<file path="src/include/fcm_pkg.sv">
// Operation
// - Clock failure switches system to backup oscillator
// - Clock failure raises a non-maskable interrupt
// - Config field: bit1 monitors, bit0 allows software source/PLL selection
// - Fail flag shows failure; writing starts event
// - NMI fail flag write raises NMI only
// - Lock bit set rejects clock/PLL selection changes
// - Monitor actions never touch the lock bit
package fcm_pkg;

  ////////////////////////////////////////////////////////////////////////////
  // Timing
  localparam int CLK_MHZ = 125;
  localparam int MON_TIMEOUT_NS = 1000;
  localparam int MON_TIMEOUT_CYC = (MON_TIMEOUT_NS * CLK_MHZ + 999) / 1000;

  ////////////////////////////////////////////////////////////////////////////
  // Clock source and PLL selection encodings
  localparam int SRC_W = 3;
  localparam int PLL_W = 3;
  localparam logic [SRC_W-1:0] SRC_FAST_INTERNAL = 3'h0;
  localparam logic [SRC_W-1:0] SRC_PRIMARY = 3'h2;
  localparam logic [SRC_W-1:0] SRC_BACKUP = 3'h7;
  localparam logic [SRC_W-1:0] RST_SOURCE = SRC_PRIMARY;
  localparam logic [PLL_W-1:0] RST_PLL = 3'h0;

  ////////////////////////////////////////////////////////////////////////////
  // Field positions
  localparam int CFG_SWITCH_BIT = 0;
  localparam int CFG_MONITOR_BIT = 1;
  localparam int OSC_FAIL_BIT = 3;
  localparam int OSC_LOCK_BIT = 7;
  localparam int NMI_FAIL_BIT = 1;
  localparam int CTRL_W = 8;
  localparam logic RST_LOCK = 1'b0;

  // Failure handling mode
  typedef enum logic [0:0] {
    MODE_NORMAL,
    MODE_FAILED
  } fcm_mode_e;

endpackage

</file>
<file path="src/core/fcm_activity_det.sv">
`timescale 1ns/10ps
module fcm_activity_det
  import fcm_pkg::*;
#(
  parameter int TIMEOUT_CYC = MON_TIMEOUT_CYC
) (
  // Clock and reset
  input wire logic i_clock,
  input wire logic i_nrst,
  // Monitor control and oscillator sample
  input wire logic i_enable,
  input wire logic i_osc_level,
  // Failure level
  output logic o_fail
);

  localparam int CNT_W = $clog2(TIMEOUT_CYC + 1);
  localparam logic [CNT_W-1:0] LAST = CNT_W'(TIMEOUT_CYC - 1);

  // A single-cycle window cannot tell a slow clock from a dead one
  if (TIMEOUT_CYC < 2) begin : g_bad_timeout
    $error("fcm_activity_det: TIMEOUT_CYC must be at least 2");
  end

  typedef struct packed {
    logic lvl;
    logic [CNT_W-1:0] cnt;
    logic fail;
  } fcm_det_s;

  fcm_det_s cur_reg;
  fcm_det_s cur_next;
  logic edge_seen;

  ////////////////////////////////////////////////////////////////////////////
  // Count cycles since the last level change of the oscillator
  always_comb begin
    cur_next = cur_reg;
    edge_seen = (i_osc_level != cur_reg.lvl);
    cur_next.lvl = i_osc_level;
    if (!i_enable || edge_seen) begin
      cur_next.cnt = '0;
    end else if (cur_reg.cnt != LAST) begin
      cur_next.cnt = cur_reg.cnt + CNT_W'(1);
    end
    // Sticky while enabled so one quiet window is one failure
    cur_next.fail = i_enable && (cur_reg.fail || (!edge_seen && cur_reg.cnt == LAST));
  end

  // State register
  always_ff @(posedge i_clock or negedge i_nrst) begin
    if (!i_nrst) begin
      cur_reg <= '0;
    end else begin
      cur_reg <= cur_next;
    end
  end

  assign o_fail = cur_reg.fail;

  // Failure only after a full quiet window
  chk_det_timeout: assert property (
    @(posedge i_clock) disable iff (!i_nrst)
    $rose(o_fail) |-> ($past(cur_reg.cnt) == LAST) && $past(i_enable))
    else $error("detector failed before quiet window elapsed");

endmodule // fcm_activity_det

</file>
<file path="src/core/fcm_core.sv">
`timescale 1ns/10ps
module fcm_core
  import fcm_pkg::*;
#(
  parameter int TIMEOUT_CYC = MON_TIMEOUT_CYC
) (
  // Clock and reset
  input wire logic i_clock,
  input wire logic i_nrst,
  // Configuration word field: switching and monitor enables
  input wire logic [1:0] i_switch_monitor_config,
  // Sampled level of the monitored oscillator
  input wire logic i_osc_activity,
  // Software write of the oscillator control clock fail flag
  input wire logic i_clock_fail_flag_wr,
  input wire logic i_clock_fail_flag_wdata,
  // Software write of the NMI control clock fail flag
  input wire logic i_nmi_fail_flag_wr,
  input wire logic i_nmi_fail_flag_wdata,
  // Software write of the clock selection lock
  input wire logic i_clock_select_lock_wr,
  input wire logic i_clock_select_lock_wdata,
  // Software clock source and PLL selection requests
  input wire logic i_source_sel_wr,
  input wire logic [SRC_W-1:0] i_source_sel_wdata,
  input wire logic i_pll_sel_wr,
  input wire logic [PLL_W-1:0] i_pll_sel_wdata,
  // Clock selection outputs
  output logic [SRC_W-1:0] o_active_source,
  output logic [PLL_W-1:0] o_pll_select,
  output logic o_select_rejected,
  // Status and interrupt
  output logic o_clock_fail_flag,
  output logic o_nmi_fail_flag,
  output logic o_nmi_request,
  output logic o_clock_select_lock,
  output logic o_monitor_failed_mode,
  output logic [CTRL_W-1:0] o_osc_ctrl_view,
  output logic [CTRL_W-1:0] o_nmi_ctrl_view
);

  typedef struct packed {
    fcm_mode_e mode;
    logic [SRC_W-1:0] src;
    logic [PLL_W-1:0] pll;
    logic fail_flag;
    logic nmi_flag;
    logic nmi_req;
    logic lock;
    logic rejected;
    logic det_fail_d;
    logic [CTRL_W-1:0] osc_view;
    logic [CTRL_W-1:0] nmi_view;
  } fcm_core_s;

  fcm_core_s cur_reg;
  fcm_core_s cur_next;
  logic mon_en;
  logic sw_en;
  logic det_en;
  logic det_fail;
  logic fail_event;
  logic sw_event;
  logic nmi_set;

  ////////////////////////////////////////////////////////////////////////////
  // Decode of the configuration field
  assign mon_en = i_switch_monitor_config[CFG_MONITOR_BIT];
  assign sw_en = i_switch_monitor_config[CFG_SWITCH_BIT];

  // Backup is never watched: nothing is left to fall back to
  assign det_en = mon_en && (cur_reg.mode == MODE_NORMAL) && (cur_reg.src != SRC_BACKUP);

  fcm_activity_det #(
    .TIMEOUT_CYC(TIMEOUT_CYC)
  ) u_det (
    .i_clock(i_clock),
    .i_nrst(i_nrst),
    .i_enable(det_en),
    .i_osc_level(i_osc_activity),
    .o_fail(det_fail)
  );

  // Event sources
  assign fail_event = mon_en && det_fail && !cur_reg.det_fail_d;
  assign sw_event = i_clock_fail_flag_wr && i_clock_fail_flag_wdata;
  assign nmi_set = i_nmi_fail_flag_wr && i_nmi_fail_flag_wdata;

  ////////////////////////////////////////////////////////////////////////////
  // Next state
  always_comb begin
    cur_next = cur_reg;
    cur_next.det_fail_d = det_fail;
    cur_next.rejected = 1'b0;
    // Clear first so an event in the same cycle wins
    if (i_clock_fail_flag_wr && !i_clock_fail_flag_wdata) begin
      cur_next.fail_flag = 1'b0;
    end
    if (fail_event || sw_event) begin
      cur_next.fail_flag = 1'b1;
    end
    if (i_nmi_fail_flag_wr && !i_nmi_fail_flag_wdata) begin
      cur_next.nmi_flag = 1'b0;
    end
    if (fail_event || sw_event || nmi_set) begin
      cur_next.nmi_flag = 1'b1;
    end
    // NMI stays requested while either flag stands
    cur_next.nmi_req = cur_next.fail_flag || cur_next.nmi_flag;
    // Software selection, refused when locked or switching disabled
    if (i_source_sel_wr) begin
      if (cur_reg.lock || !sw_en) begin
        cur_next.rejected = 1'b1;
      end else begin
        cur_next.src = i_source_sel_wdata;
      end
    end
    if (i_pll_sel_wr) begin
      if (cur_reg.lock || !sw_en) begin
        cur_next.rejected = 1'b1;
      end else begin
        cur_next.pll = i_pll_sel_wdata;
      end
    end
    // Failover overrides a software source choice in the same cycle
    if (fail_event || sw_event) begin
      cur_next.src = SRC_BACKUP;
    end
    // Lock moves only on its own write, never on a monitor event
    if (i_clock_select_lock_wr) begin
      cur_next.lock = i_clock_select_lock_wdata;
    end
    // Failure mode ends once software clears the fail flag
    case (cur_reg.mode)
      MODE_NORMAL: begin
        if (fail_event || sw_event) begin
          cur_next.mode = MODE_FAILED;
        end
      end
      MODE_FAILED: begin
        if (!cur_next.fail_flag) begin
          cur_next.mode = MODE_NORMAL;
        end
      end
      default: begin
        cur_next.mode = MODE_NORMAL;
      end
    endcase
    // Readback images of the two control registers
    cur_next.osc_view = '0;
    cur_next.osc_view[OSC_FAIL_BIT] = cur_next.fail_flag;
    cur_next.osc_view[OSC_LOCK_BIT] = cur_next.lock;
    cur_next.nmi_view = '0;
    cur_next.nmi_view[NMI_FAIL_BIT] = cur_next.nmi_flag;
  end

  ////////////////////////////////////////////////////////////////////////////
  // State register
  always_ff @(posedge i_clock or negedge i_nrst) begin
    if (!i_nrst) begin
      cur_reg <= '0;
      cur_reg.mode <= MODE_NORMAL;
      cur_reg.src <= RST_SOURCE;
      cur_reg.pll <= RST_PLL;
      cur_reg.lock <= RST_LOCK;
      cur_reg.osc_view[OSC_LOCK_BIT] <= RST_LOCK;
    end else begin
      cur_reg <= cur_next;
    end
  end

  // Outputs straight from the state register
  assign o_active_source = cur_reg.src;
  assign o_pll_select = cur_reg.pll;
  assign o_select_rejected = cur_reg.rejected;
  assign o_clock_fail_flag = cur_reg.fail_flag;
  assign o_nmi_fail_flag = cur_reg.nmi_flag;
  assign o_nmi_request = cur_reg.nmi_req;
  assign o_clock_select_lock = cur_reg.lock;
  assign o_monitor_failed_mode = (cur_reg.mode == MODE_FAILED);
  assign o_osc_ctrl_view = cur_reg.osc_view;
  assign o_nmi_ctrl_view = cur_reg.nmi_view;

  ////////////////////////////////////////////////////////////////////////////
  // Checks
  chk_fail_to_backup: assert property (
    @(posedge i_clock) disable iff (!i_nrst)
    fail_event |=> (o_active_source == SRC_BACKUP) && o_monitor_failed_mode)
    else $error("failure did not switch to backup oscillator");

  chk_fail_raises_nmi: assert property (
    @(posedge i_clock) disable iff (!i_nrst)
    fail_event |=> o_nmi_request && o_nmi_fail_flag)
    else $error("failure did not raise NMI");

  chk_monitor_off: assert property (
    @(posedge i_clock) disable iff (!i_nrst)
    (!i_switch_monitor_config[CFG_MONITOR_BIT] && !sw_event) |=> !$rose(o_clock_fail_flag))
    else $error("failure flagged with monitoring disabled");

  chk_switch_off: assert property (
    @(posedge i_clock) disable iff (!i_nrst)
    (i_source_sel_wr && !i_switch_monitor_config[CFG_SWITCH_BIT] && !fail_event && !sw_event)
    |=> $stable(o_active_source) && o_select_rejected)
    else $error("source changed with switching disabled");

  chk_sw_event: assert property (
    @(posedge i_clock) disable iff (!i_nrst)
    sw_event |=> o_clock_fail_flag && (o_active_source == SRC_BACKUP) && o_nmi_request)
    else $error("software fail write did not start monitor event");

  chk_nmi_only: assert property (
    @(posedge i_clock) disable iff (!i_nrst)
    (nmi_set && !fail_event && !sw_event && !i_source_sel_wr && !i_clock_fail_flag_wr)
    |=> o_nmi_request && o_nmi_fail_flag && $stable(o_active_source) && $stable(o_clock_fail_flag))
    else $error("NMI flag write misbehaved");

  chk_lock_reject: assert property (
    @(posedge i_clock) disable iff (!i_nrst)
    (o_clock_select_lock && i_pll_sel_wr) |=> $stable(o_pll_select) && o_select_rejected)
    else $error("PLL selection changed while locked");

  chk_lock_stable: assert property (
    @(posedge i_clock) disable iff (!i_nrst)
    !i_clock_select_lock_wr |=> $stable(o_clock_select_lock))
    else $error("lock bit changed without its own write");

  chk_flag_hold: assert property (
    @(posedge i_clock) disable iff (!i_nrst)
    (o_clock_fail_flag && !i_clock_fail_flag_wr)
    |=> o_clock_fail_flag && o_nmi_request && o_monitor_failed_mode)
    else $error("fail flag or NMI request dropped before clear");

  chk_nmi_hold: assert property (
    @(posedge i_clock) disable iff (!i_nrst)
    (o_nmi_fail_flag && !i_nmi_fail_flag_wr) |=> o_nmi_fail_flag && o_nmi_request)
    else $error("NMI flag dropped without clear");

  // Main scenarios
  cov_hw_failure: cover property (@(posedge i_clock) disable iff (!i_nrst) fail_event);
  cov_sw_event: cover property (@(posedge i_clock) disable iff (!i_nrst) sw_event);
  cov_locked_reject: cover property (
    @(posedge i_clock) disable iff (!i_nrst) o_clock_select_lock && i_source_sel_wr);
  cov_recover: cover property (
    @(posedge i_clock) disable iff (!i_nrst) o_monitor_failed_mode ##1 !o_monitor_failed_mode);

endmodule // fcm_core

</file>
<file path="config.mk">
export PLATFORM = sky130hd
export DESIGN_NAME = fcm_core
export DESIGN_NICKNAME = d
export VERILOG_FILES = /design/src/include/fcm_pkg.sv /design/src/core/fcm_activity_det.sv /design/src/core/fcm_core.sv
export SDC_FILE = /design/constraint.sdc
export NUM_CORES = 1
export LEC_CHECK = 0
export BUFFER_PORTS_ARGS = -buffer_cell sky130_fd_sc_hd__buf_2
export CORE_UTILIZATION = 51
export CTS_BUF_LIST = sky130_fd_sc_hd__clkbuf_16
export CTS_CLUSTER_SIZE = 40
export DETAILED_ROUTE_END_ITERATION = 7
export GPL_TIMING_DRIVEN = 0
export PLACE_DENSITY = 0.84
export SYNTH_ARGS = -nofsm -noshare
export SYNTH_HDL_FRONTEND = slang
export SYNTH_HIERARCHICAL = 1
export SYNTH_SLANG_ARGS = --single-unit
export TNS_END_PERCENT = 50
</file>
<file path="constraint.sdc">
create_clock -name i_clock -period 2.5 [get_ports i_clock]
set_clock_uncertainty 0.1 [all_clocks]
set_input_delay 0.375 -clock i_clock [delete_from_list [all_inputs] [get_ports i_clock]]
set_output_delay 0.375 -clock i_clock [all_outputs]
set_load 0.01 [all_outputs]
</file>
==> results.toml, run 1 <==
[cells_and_area]
fin_cells = 190
area_delta_synth_final_pct = 28.7
multiInputGateArea_um2 = 464
sequential_cell_area_um2 = 552
num-fill-cells = 156
largest_register_ffs = 8
antennaDiodeCount = 0
final_net_count = 185
layout-drive-gt1-share_pct = 42.3
final_util_pct = 73.0

[synthesis]
yosysUniqueCellTypes = 31
post-synth-top-count-cell = "sky130_fd_sc_hd__buf_4"
postSynth.topFlopCell = "sky130_fd_sc_hd__dfrtp_1"
portion_of_the_post_synthesis_area_used_by_sequential_elements_pct = 47.6
syn_inst = 113
syn-mean-instance-area_um2 = 10.3
async_flop_share_pct = 100
synth_area_leader = "sky130_fd_sc_hd__dfrtp_1"
yosys-top-cells-area = "sky130_fd_sc_hd__dfrtp_1 45%, sky130_fd_sc_hd__buf_4 14%, sky130_fd_sc_hd__nand3_1 4.3%, sky130_fd_sc_hd__mux2_4 3.9%, sky130_fd_sc_hd__nand2_1 3.2%"
synth_top_cells_by_count = "22 x sky130_fd_sc_hd__buf_4, 21 x sky130_fd_sc_hd__dfrtp_1, 10 x sky130_fd_sc_hd__nand2_1, 10 x sky130_fd_sc_hd__nand3_1"
ys_ff_latch = 22
yosys_warnings = 6
post_synth_instance_area_um2 = 1160
synthDominantCellAreaShare_pct = 45.4
synth_edf_count = 0

[pwr]
vdd_drop_max_mv = 0.435
sw_frac_of_total_pct = 23.9
power.density_nw_per_um2 = 617
pwr-share-comb_pct = 20.1
seqPwrFrac_pct = 44.4
leakagePower_uw = 0.000762
power.switching_uw = 220
p_clk_share_pct = 35.5
cell_internal_power_dissipation_uw = 701

[sta]
unrepaired_setup_endpoints_after_global_routing = "no"
layout_min_cycle_time_ps = 1620
finalSetupViolations = 0
hold-worst-slack_ps = 168
fin_tns_setup_ps = 0
hold_violations = 0
setup_slack_ps = 881
finalCritPeriodShare_pct = 64.8
fmax_ghz = 0.618
slew_violations = 0

[global_routing]
global_route.usage.total_pct = 20.6
groute.layer.met3.usage_pct = 1.54
gr-max-usage-layer = "met2"
grtUsageMet1_pct = 24.3
grt_start_max_net_pins = 23
met2_usage_pct = 36.0
grt_pass1_vias = 868
grt_first_pass_wirelength_um = 3840
antenna_found_initial = 0
grt-ovfl-total = 0

[floorplanning]
dieWidth_um = 49.7
area_of_the_core_um2 = 2040
fp.dieArea_um2 = 2470
site_row_count = 16
pin_count = 47
die_h_um = 49.7
initial_cell_density_of_the_core_pct = 56.7

[cts]
cts.clk_slew.worst_paths_ps = 50
tritoncts = "built"
cts.repair.resized = 0
post_cts_hold_buffer_count = 1
cts_num_sinks = 22
postCtsSetupRepairBufs = 0
cts.path.max_buffers = 2
clock_buffer_count_from_cts = 3
clock_tree.root_cell = "sky130_fd_sc_hd__clkbuf_16"
clkLatencyLatePin_ps = 250
cts-htree-levels = 1

[placed_design]
placedCellCount = 185
preCtsSetupSlack_ps = 963
port_buffers = 33
place_congestion = 0.780
hpwlAfterDp_um = 1620

[worst_setup_path]
cp_slowest_cell = "sky130_fd_sc_hd__dfrtp_1"
critical-path-max-stage-delay_ps = 450
worst_ep_arrival_time_ps = 1640
critical_path.startpoint_type = "flop"
path_cells = "inv_1 > ha_1 > and3_2 > nor4_1 > nor3_1"
worst_setup_path_class = "flop to flop"
critPathMaxFanout = 7
endpoint_required_time_on_the_critical_path_ps = 2520
worstSetupEndpointType = "flop"

[detailed_routing]
route.vias.total = 940
wl_cell_um = 12.4
vias_per_cell = 4.95
drt_first_iter_violations = 23
drtAntennaViolNets = 0
dr.pass1.iters = 4
wl_um = 2350
drc = 0

[worst_hold_path]
timing.hold.worst.class = "input pin to flop"

[run]
max_cap_viol_count = 0

[run_status]
status = "finished, final reports clean"
[power by group through the flow]
stage / clock network (uW) / registers [uW] / logic, uW
2_1_floorplan: 0 / 413 / 117
3_3_place_gp: 0 / 412 / 178
3_5_place_dp: 0 / 413 / 183
4_1_cts: 335 / 408 / 186
5_1_grt: 346 / 412 / 203
6_report: 327 / 408 / 185
[stage by stage]
| step | instance area (um^2) | total power, uW |
|---|---|---|
| after CTS | 1490 | 929 |
| after global routing | 1490 | 961 |
| final | 1490 | 921 |
| after floorplan | 1200 | 531 |
| after global placement | 1400 | 589 |
| after detailed placement | 1400 | 596 |
[area by class of cell]
cell class,instances,area share (%)
Tap cell,27,2.27
Sequential cell,22,37.0
Inverter,6,1.51
Timing Repair Buffer,34,11.7
Multi-Input combinational cell,75,31.1
Buffer,22,11.1
Clock inverter,1,0.252
Clock buffer,3,5.03
[placed cells by master, fill, tap and decap left out, drive strengths merged, types with 3 or more instances in the layout]
cell type  count
mux2           4
a21oi          4
nor2           3
conb          13
buf           55
clkbuf         3
nand3         11
inv            6
a31oi          4
and3           4
dfrtp         21
nand2         11
nor3           6
[metal layers]
metal / part of all wire (%) / wire length [um] / up-vias
met1: 40 / 944 / 424
met5: 0 / 0 / -
met2: 52 / 1230 / 50
met4: 1.3 / 31 / 0
met3: 6.3 / 149 / 4
li1: - / - / 462
[cells by family (layout without fill, tap and decap cells)]
| kind of cell | Yosys count | in the layout | share of synthesized area, % |
|---|---|---|---|
| muxes | 5 | 5 | 5.72 |
| and+or+nand+nor | 41 | 41 | 19.8 |
| DFF | 22 | 22 | 47.6 |
| buffers and inverters | 28 | 66 | 16.2 |
| other | 1 | 13 | 0.324 |
| adders and majority gates | 2 | 2 | 2.16 |
| xor gates and xnor gates | 1 | 1 | 0.756 |
| AOI/OAI and AO/OA | 13 | 13 | 7.45 |
[worst paths after layout]
path,startpoint,endpoint,slack (ps),cells after the start
max in group asynchronous,i_nrst,o_active_source[1],1440,2
worst min register to register,u_det/o_fail,cur_reg[16],320,0
worst max register to register,u_det/cur_reg[1],u_det/cur_reg[6],880,5
worst min-delay path,i_osc_activity,u_det/cur_reg[8],170,1
worst max-delay path,u_det/cur_reg[1],u_det/cur_reg[6],880,5
min in group asynchronous,i_nrst,o_pll_select[0],520,2
[worst max-delay path, delay by kind of cell (launching register included)]
| family | cells | cell delay (ps) |
|---|---|---|
| buffers and inverters | 1 | 90 |
| adder cells (fa/ha/maj) | 1 | 240 |
| flip-flops | 1 | 450 |
| AND/OR/NAND/NOR | 3 | 600 |
Note: power is estimated with default switching activity, not from simulation.
==> run 2: changes to the inputs <==
CORE_UTILIZATION = 47   (was 51)
PLACE_DENSITY = 0.78   (was 0.84)
clock period = 1.6 ns   (was 2.5 ns; I/O delays follow)
==> run 2 against run 1 <==
Net effect: die area is 8.2% higher; clock-buffer cell count stayed put; first-iteration DRC count is 22% lower; combinational power is 55% higher.
==> results.toml, run 2 (synthesis results as in run 1) <==
[pwr]
power_uw = 1620
leakagePower_uw = 0.000772
vdd_drop_max_mv = 0.612
power.density_nw_per_um2 = 1060

[cells_and_area]
area_delta_synth_final_pct = 31.3
final_net_count = 185
antennaDiodeCount = 0
total_non_filler_cell_area_in_the_finished_layout_um2 = 1520
final_common_cell = "sky130_fd_sc_hd__buf_2"
final_util_pct = 66.8
layout-drive-gt1-share_pct = 44.2
layout_common_cells = "33 x sky130_fd_sc_hd__buf_2, 22 x sky130_fd_sc_hd__buf_4, 19 x sky130_fd_sc_hd__dfrtp_1, 13 x sky130_fd_sc_hd__conb_1"
largest_register_ffs = 8

[placed_design]
placed_standard_cell_area_um2 = 1400
hpwlAfterDp_um = 1670
place_congestion = 0.753
port_buffers = 33

[cts]
postCtsSetupRepairBufs = 0
tritoncts = "built"
cts-htree-levels = 1
clkLatencyLatePin_ps = 250
cts.clk_slew.worst_paths_ps = 60
clock_tree.root_cell = "sky130_fd_sc_hd__clkbuf_16"
clock_buffer_count_from_cts = 3
cts.path.max_buffers = 2
cts_num_sinks = 22

[worst_setup_path]
path_cells = "inv_1 > ha_1 > and3_2 > nor4_1 > nor3_1"
cp_slowest_cell = "sky130_fd_sc_hd__dfrtp_2"
critical_path.startpoint_type = "flop"
worst_setup_path_class = "flop to flop"
worstRegToRegCells = 5
endpoint_required_time_on_the_critical_path_ps = 1630
r2r_start = "u_det/cur_reg[1]"
worstSetupEndpointType = "flop"
critical-path-max-stage-delay_ps = 420
reg2reg_slack_ps = 90
worst_ep_arrival_time_ps = 1540
reg2reg_to = "u_det/cur_reg[6]"
critPathMaxFanout = 7

[global_routing]
grt_pass1_vias = 862
global_route.usage.total_pct = 19.3
grt_start_max_net_pins = 23
grt-ovfl-total = 0
antenna_found_initial = 0
grt_first_pass_wirelength_um = 3700

[floorplanning]
pin_count = 47
initial_cell_density_of_the_core_pct = 50.9
fp.dieArea_um2 = 2670
dieWidth_um = 51.7
die_h_um = 51.7
site_row_count = 17
area_of_the_core_um2 = 2280

[sta]
hold_violations = 0
unrepaired_setup_endpoints_after_global_routing = "no"
finalSetupViolations = 0
slew_violations = 0
fin_tns_setup_ps = 0
finalCritPeriodShare_pct = 94.1
fmax_ghz = 0.664
layout_min_cycle_time_ps = 1510

[worst_hold_path]
hold_depth = 1
min_to = "u_det/cur_reg[8]"
hp-start = "i_osc_activity"
timing.hold.worst.class = "input pin to flop"

[detailed_routing]
dr.pass1.iters = 4
drc = 0
wl_cell_um = 11.6
drtAntennaViolNets = 0
vias_per_cell = 4.79
wl_um = 2210
drt_first_iter_violations = 18
route.vias.total = 915

[run_status]
status = "finished, final reports clean"

[run]
max_cap_viol_count = 0
run 2: cell count changes in the layout (fill, tap and decap cells not counted), sizes merged:
cell and change:
clkinv -1, bufinv +1
run 2: worst max path at each step:
stage	startpoint	to	slack, ps	depth (start not counted)
2_1_floorplan	u_det/cur_reg[1]	u_det/cur_reg[6]	180	5
3_3_place_gp	u_det/cur_reg[1]	u_det/cur_reg[6]	110	5
3_5_place_dp	u_det/cur_reg[1]	u_det/cur_reg[6]	60	5
4_1_cts	u_det/cur_reg[1]	u_det/cur_reg[6]	50	5
5_1_grt	u_det/cur_reg[1]	u_det/cur_reg[6]	3	5
6_report	u_det/cur_reg[1]	u_det/cur_reg[6]	90	5
run 2: power breakdown:
part           leakage, uW  total (uW)  switching [uW]  internal [uW]
clock            0.0000511         694             197            497
sequential        0.000269         638            33.6            604
combinational     0.000452         287             128            158
run 2: metal layers:
| metal | up-vias | wire, um | GRT usage, % | share of wire [%] |
|---|---|---|---|---|
| li1 | 457 | - | - | - |
| met5 | - | 0 | 0 | 0 |
| met1 | 420 | 924 | 22.2 | 42 |
| met2 | 34 | 1150 | 34.6 | 52 |
| met4 | 0 | 33 | 9.46 | 1.5 |
| met3 | 4 | 99 | 2.63 | 4.5 |
run 2: worst max-delay path, delay by kind of cell (launching register included):
family | cells | cell delay (ps)
DFF | 1 | 420
and+or+nand+nor | 3 | 560
adders and majority gates | 1 | 220
buffers and inverters | 1 | 80
run 2: timing repair:
item | in CTS | in global routing
hold endpoints to repair | 21 | 0
hold buffers | 1 | 0
resized for setup | 0 | 2
setup endpoints to repair | 0 | 1
run 2: final cells by class:
class                   count  area [um^2]
plain buffers              22          165
clock buffers               3         75.1
clock inverters             1         30.0
fillers                   186          754
inverters                   6         22.5
multi-input cells          75          464
flip-flops and latches     22          554
well taps                  28         35.0
repair buffers             34          175
run 2: metrics by stage:
stage               instances  hold slack [ps]  worst slack, ps
finish                    191             19.5             93.7
global route              191             16.1             3.20
CTS                       191             19.3             48.8
detailed placement        186              124             56.4
global placement          186              122              115
floorplan                 125             -156              183
==> run 3: changes to the inputs <==
PLACE_DENSITY = 0.85   (was 0.78)
==> run 3 against run 2 <==
Net effect: global-route usage is 1.4 points lower; flip-flop and latch count stayed put; first-iteration DRC count is 120% higher; die area stayed put; wire length is 1.7% lower; critical path depth stayed put; register-to-register slack worse by 30 ps; worst hold slack worse by 3.1 ps; clock-buffer cell count stayed put; sequential share of layout area is 0.59 points higher; critical endpoint unchanged.
==> results.toml, run 3 (synthesis results as in run 1) <==
[cells_and_area]
area_delta_synth_final_pct = 28.9
final_common_cell = "sky130_fd_sc_hd__buf_2"
total_non_filler_cell_area_in_the_finished_layout_um2 = 1490
num-fill-cells = 187
antennaDiodeCount = 0
layout-drive-gt1-share_pct = 42.9
largest_register_ffs = 8
final_net_count = 185
layout_common_cells = "33 x sky130_fd_sc_hd__buf_2, 22 x sky130_fd_sc_hd__buf_4, 20 x sky130_fd_sc_hd__dfrtp_1, 13 x sky130_fd_sc_hd__conb_1"

[pwr]
power.switching_uw = 343
leakagePower_uw = 0.000765
sw_frac_of_total_pct = 23.8
pwr-share-comb_pct = 20.2
p_clk_share_pct = 35.5
seqPwrFrac_pct = 44.3
power.density_nw_per_um2 = 963
cell_internal_power_dissipation_uw = 1100
vdd_drop_max_mv = 0.702

[floorplanning]
dieWidth_um = 51.7
area_of_the_core_um2 = 2280
die_h_um = 51.7
fp.dieArea_um2 = 2670
site_row_count = 17
initial_cell_density_of_the_core_pct = 50.9
pin_count = 47

[cts]
cts.path.max_buffers = 2
cts.clk_slew.worst_paths_ps = 60
postCtsSetupRepairBufs = 0
clock_tree.root_cell = "sky130_fd_sc_hd__clkbuf_16"
cts_num_sinks = 22
clkLatencyLatePin_ps = 250
clock_buffer_count_from_cts = 3
tritoncts = "built"
cts-htree-levels = 1

[worst_setup_path]
reg2reg_to = "u_det/cur_reg[6]"
critical_path.startpoint_type = "flop"
worstRegToRegCells = 5
endpoint_required_time_on_the_critical_path_ps = 1620
worst_setup_path_class = "flop to flop"
critPathMaxFanout = 7
reg2reg_slack_ps = 60
worst_ep_arrival_time_ps = 1560
r2r_start = "u_det/cur_reg[2]"
worstSetupEndpointType = "flop"

[placed_design]
port_buffers = 33
hpwlAfterDp_um = 1670
placed_standard_cell_area_um2 = 1400
place_congestion = 0.776

[sta]
finalSetupViolations = 0
slew_violations = 0
layout_min_cycle_time_ps = 1540
fin_tns_setup_ps = 0
finalCritPeriodShare_pct = 96.2
hold_violations = 0
fmax_ghz = 0.649
unrepaired_setup_endpoints_after_global_routing = "no"
hold-worst-slack_ps = 16.3

[global_routing]
grt_start_max_net_pins = 23
antenna_found_initial = 0
global_route.usage.total_pct = 17.8
grt_pass1_vias = 869
grt-ovfl-total = 0
grt_first_pass_wirelength_um = 3510

[detailed_routing]
drt_first_iter_violations = 39
drc = 0
route.vias.total = 924
dr.pass1.iters = 4
wl_cell_um = 11.4
drtAntennaViolNets = 0
wl_um = 2170
vias_per_cell = 4.84

[run_status]
status = "finished, final reports clean"

[worst_hold_path]
hp-start = "i_osc_activity"
hold_depth = 1
timing.hold.worst.class = "input pin to flop"
min_to = "u_det/cur_reg[8]"

[run]
max_cap_viol_count = 0
==> run 3: changes by cell type in the layout (fill, tap and decap cells not counted), sizes merged <==
| cell | delta |
|---|---|
| bufinv | -1 |
| inv | +1 |
==> run 3: routing by layer <==
metal	global-route usage [%]	part of all wire [%]
met3	2.92	4.8
met1	19.5	40
met5	0	0
met4	7.66	0.87
met2	33.3	54
==> run 3: layout make-up <==
cell class | count | area [um^2] | area share (%)
plain buffers | 22 | 165 | 11.1
clock buffers | 3 | 75.1 | 5.03
clock inverters | 1 | 3.75 | 0.251
inverters | 6 | 22.5 | 1.51
multi-input cells | 75 | 464 | 31.1
flip-flops and latches | 22 | 553 | 37.0
well taps | 28 | 35.0 | 2.35
repair buffers | 34 | 175 | 11.7
==> run 3: through the flow <==
stage / power, uW / cells / setup WS (ps) / utilization [%]
after CTS: 1460 / 191 / 24.3 / 65.6
after floorplan: 829 / 125 / 183 / -
final: 1440 / 191 / 60.3 / 65.6
after global placement: 923 / 186 / 117 / 61.7
after global routing: 1510 / 191 / 6.92 / 65.6
after detailed placement: 935 / 186 / 53.6 / 61.7
==> run 3: worst max path at each step <==
| stage | from | slack [ps] | end |
|---|---|---|---|
| 6_report | u_det/cur_reg[2] | 60 | u_det/cur_reg[6] |
| 5_1_grt | u_det/cur_reg[2] | 7 | u_det/cur_reg[6] |
| 4_1_cts | u_det/cur_reg[1] | 20 | u_det/cur_reg[6] |
| 3_5_place_dp | u_det/cur_reg[1] | 50 | u_det/cur_reg[6] |
| 3_3_place_gp | u_det/cur_reg[1] | 120 | u_det/cur_reg[6] |
| 2_1_floorplan | u_det/cur_reg[1] | 180 | u_det/cur_reg[6] |
==> run 3: power groups by stage <==
stage	combinational (uW)	sequential, uW	clock, uW
2_1_floorplan	183	646	0
3_3_place_gp	280	643	0
3_5_place_dp	289	647	0
4_1_cts	294	636	527
5_1_grt	317	643	549
6_report	291	638	510
==> run 3: what timing repair did <==
item	CTS	global route
hold buffers	1	0
resized for setup	0	1
hold endpoints to repair	21	0
setup endpoints to repair	0	1
==> run 3: worst max-delay path: stages, from the launching register on <==
cell and delay (ps):
sky130_fd_sc_hd__dfrtp_1 460, sky130_fd_sc_hd__inv_1 80, sky130_fd_sc_hd__ha_1 220, sky130_fd_sc_hd__and3_2 250, sky130_fd_sc_hd__nor4_1 230, sky130_fd_sc_hd__nor3_1 80
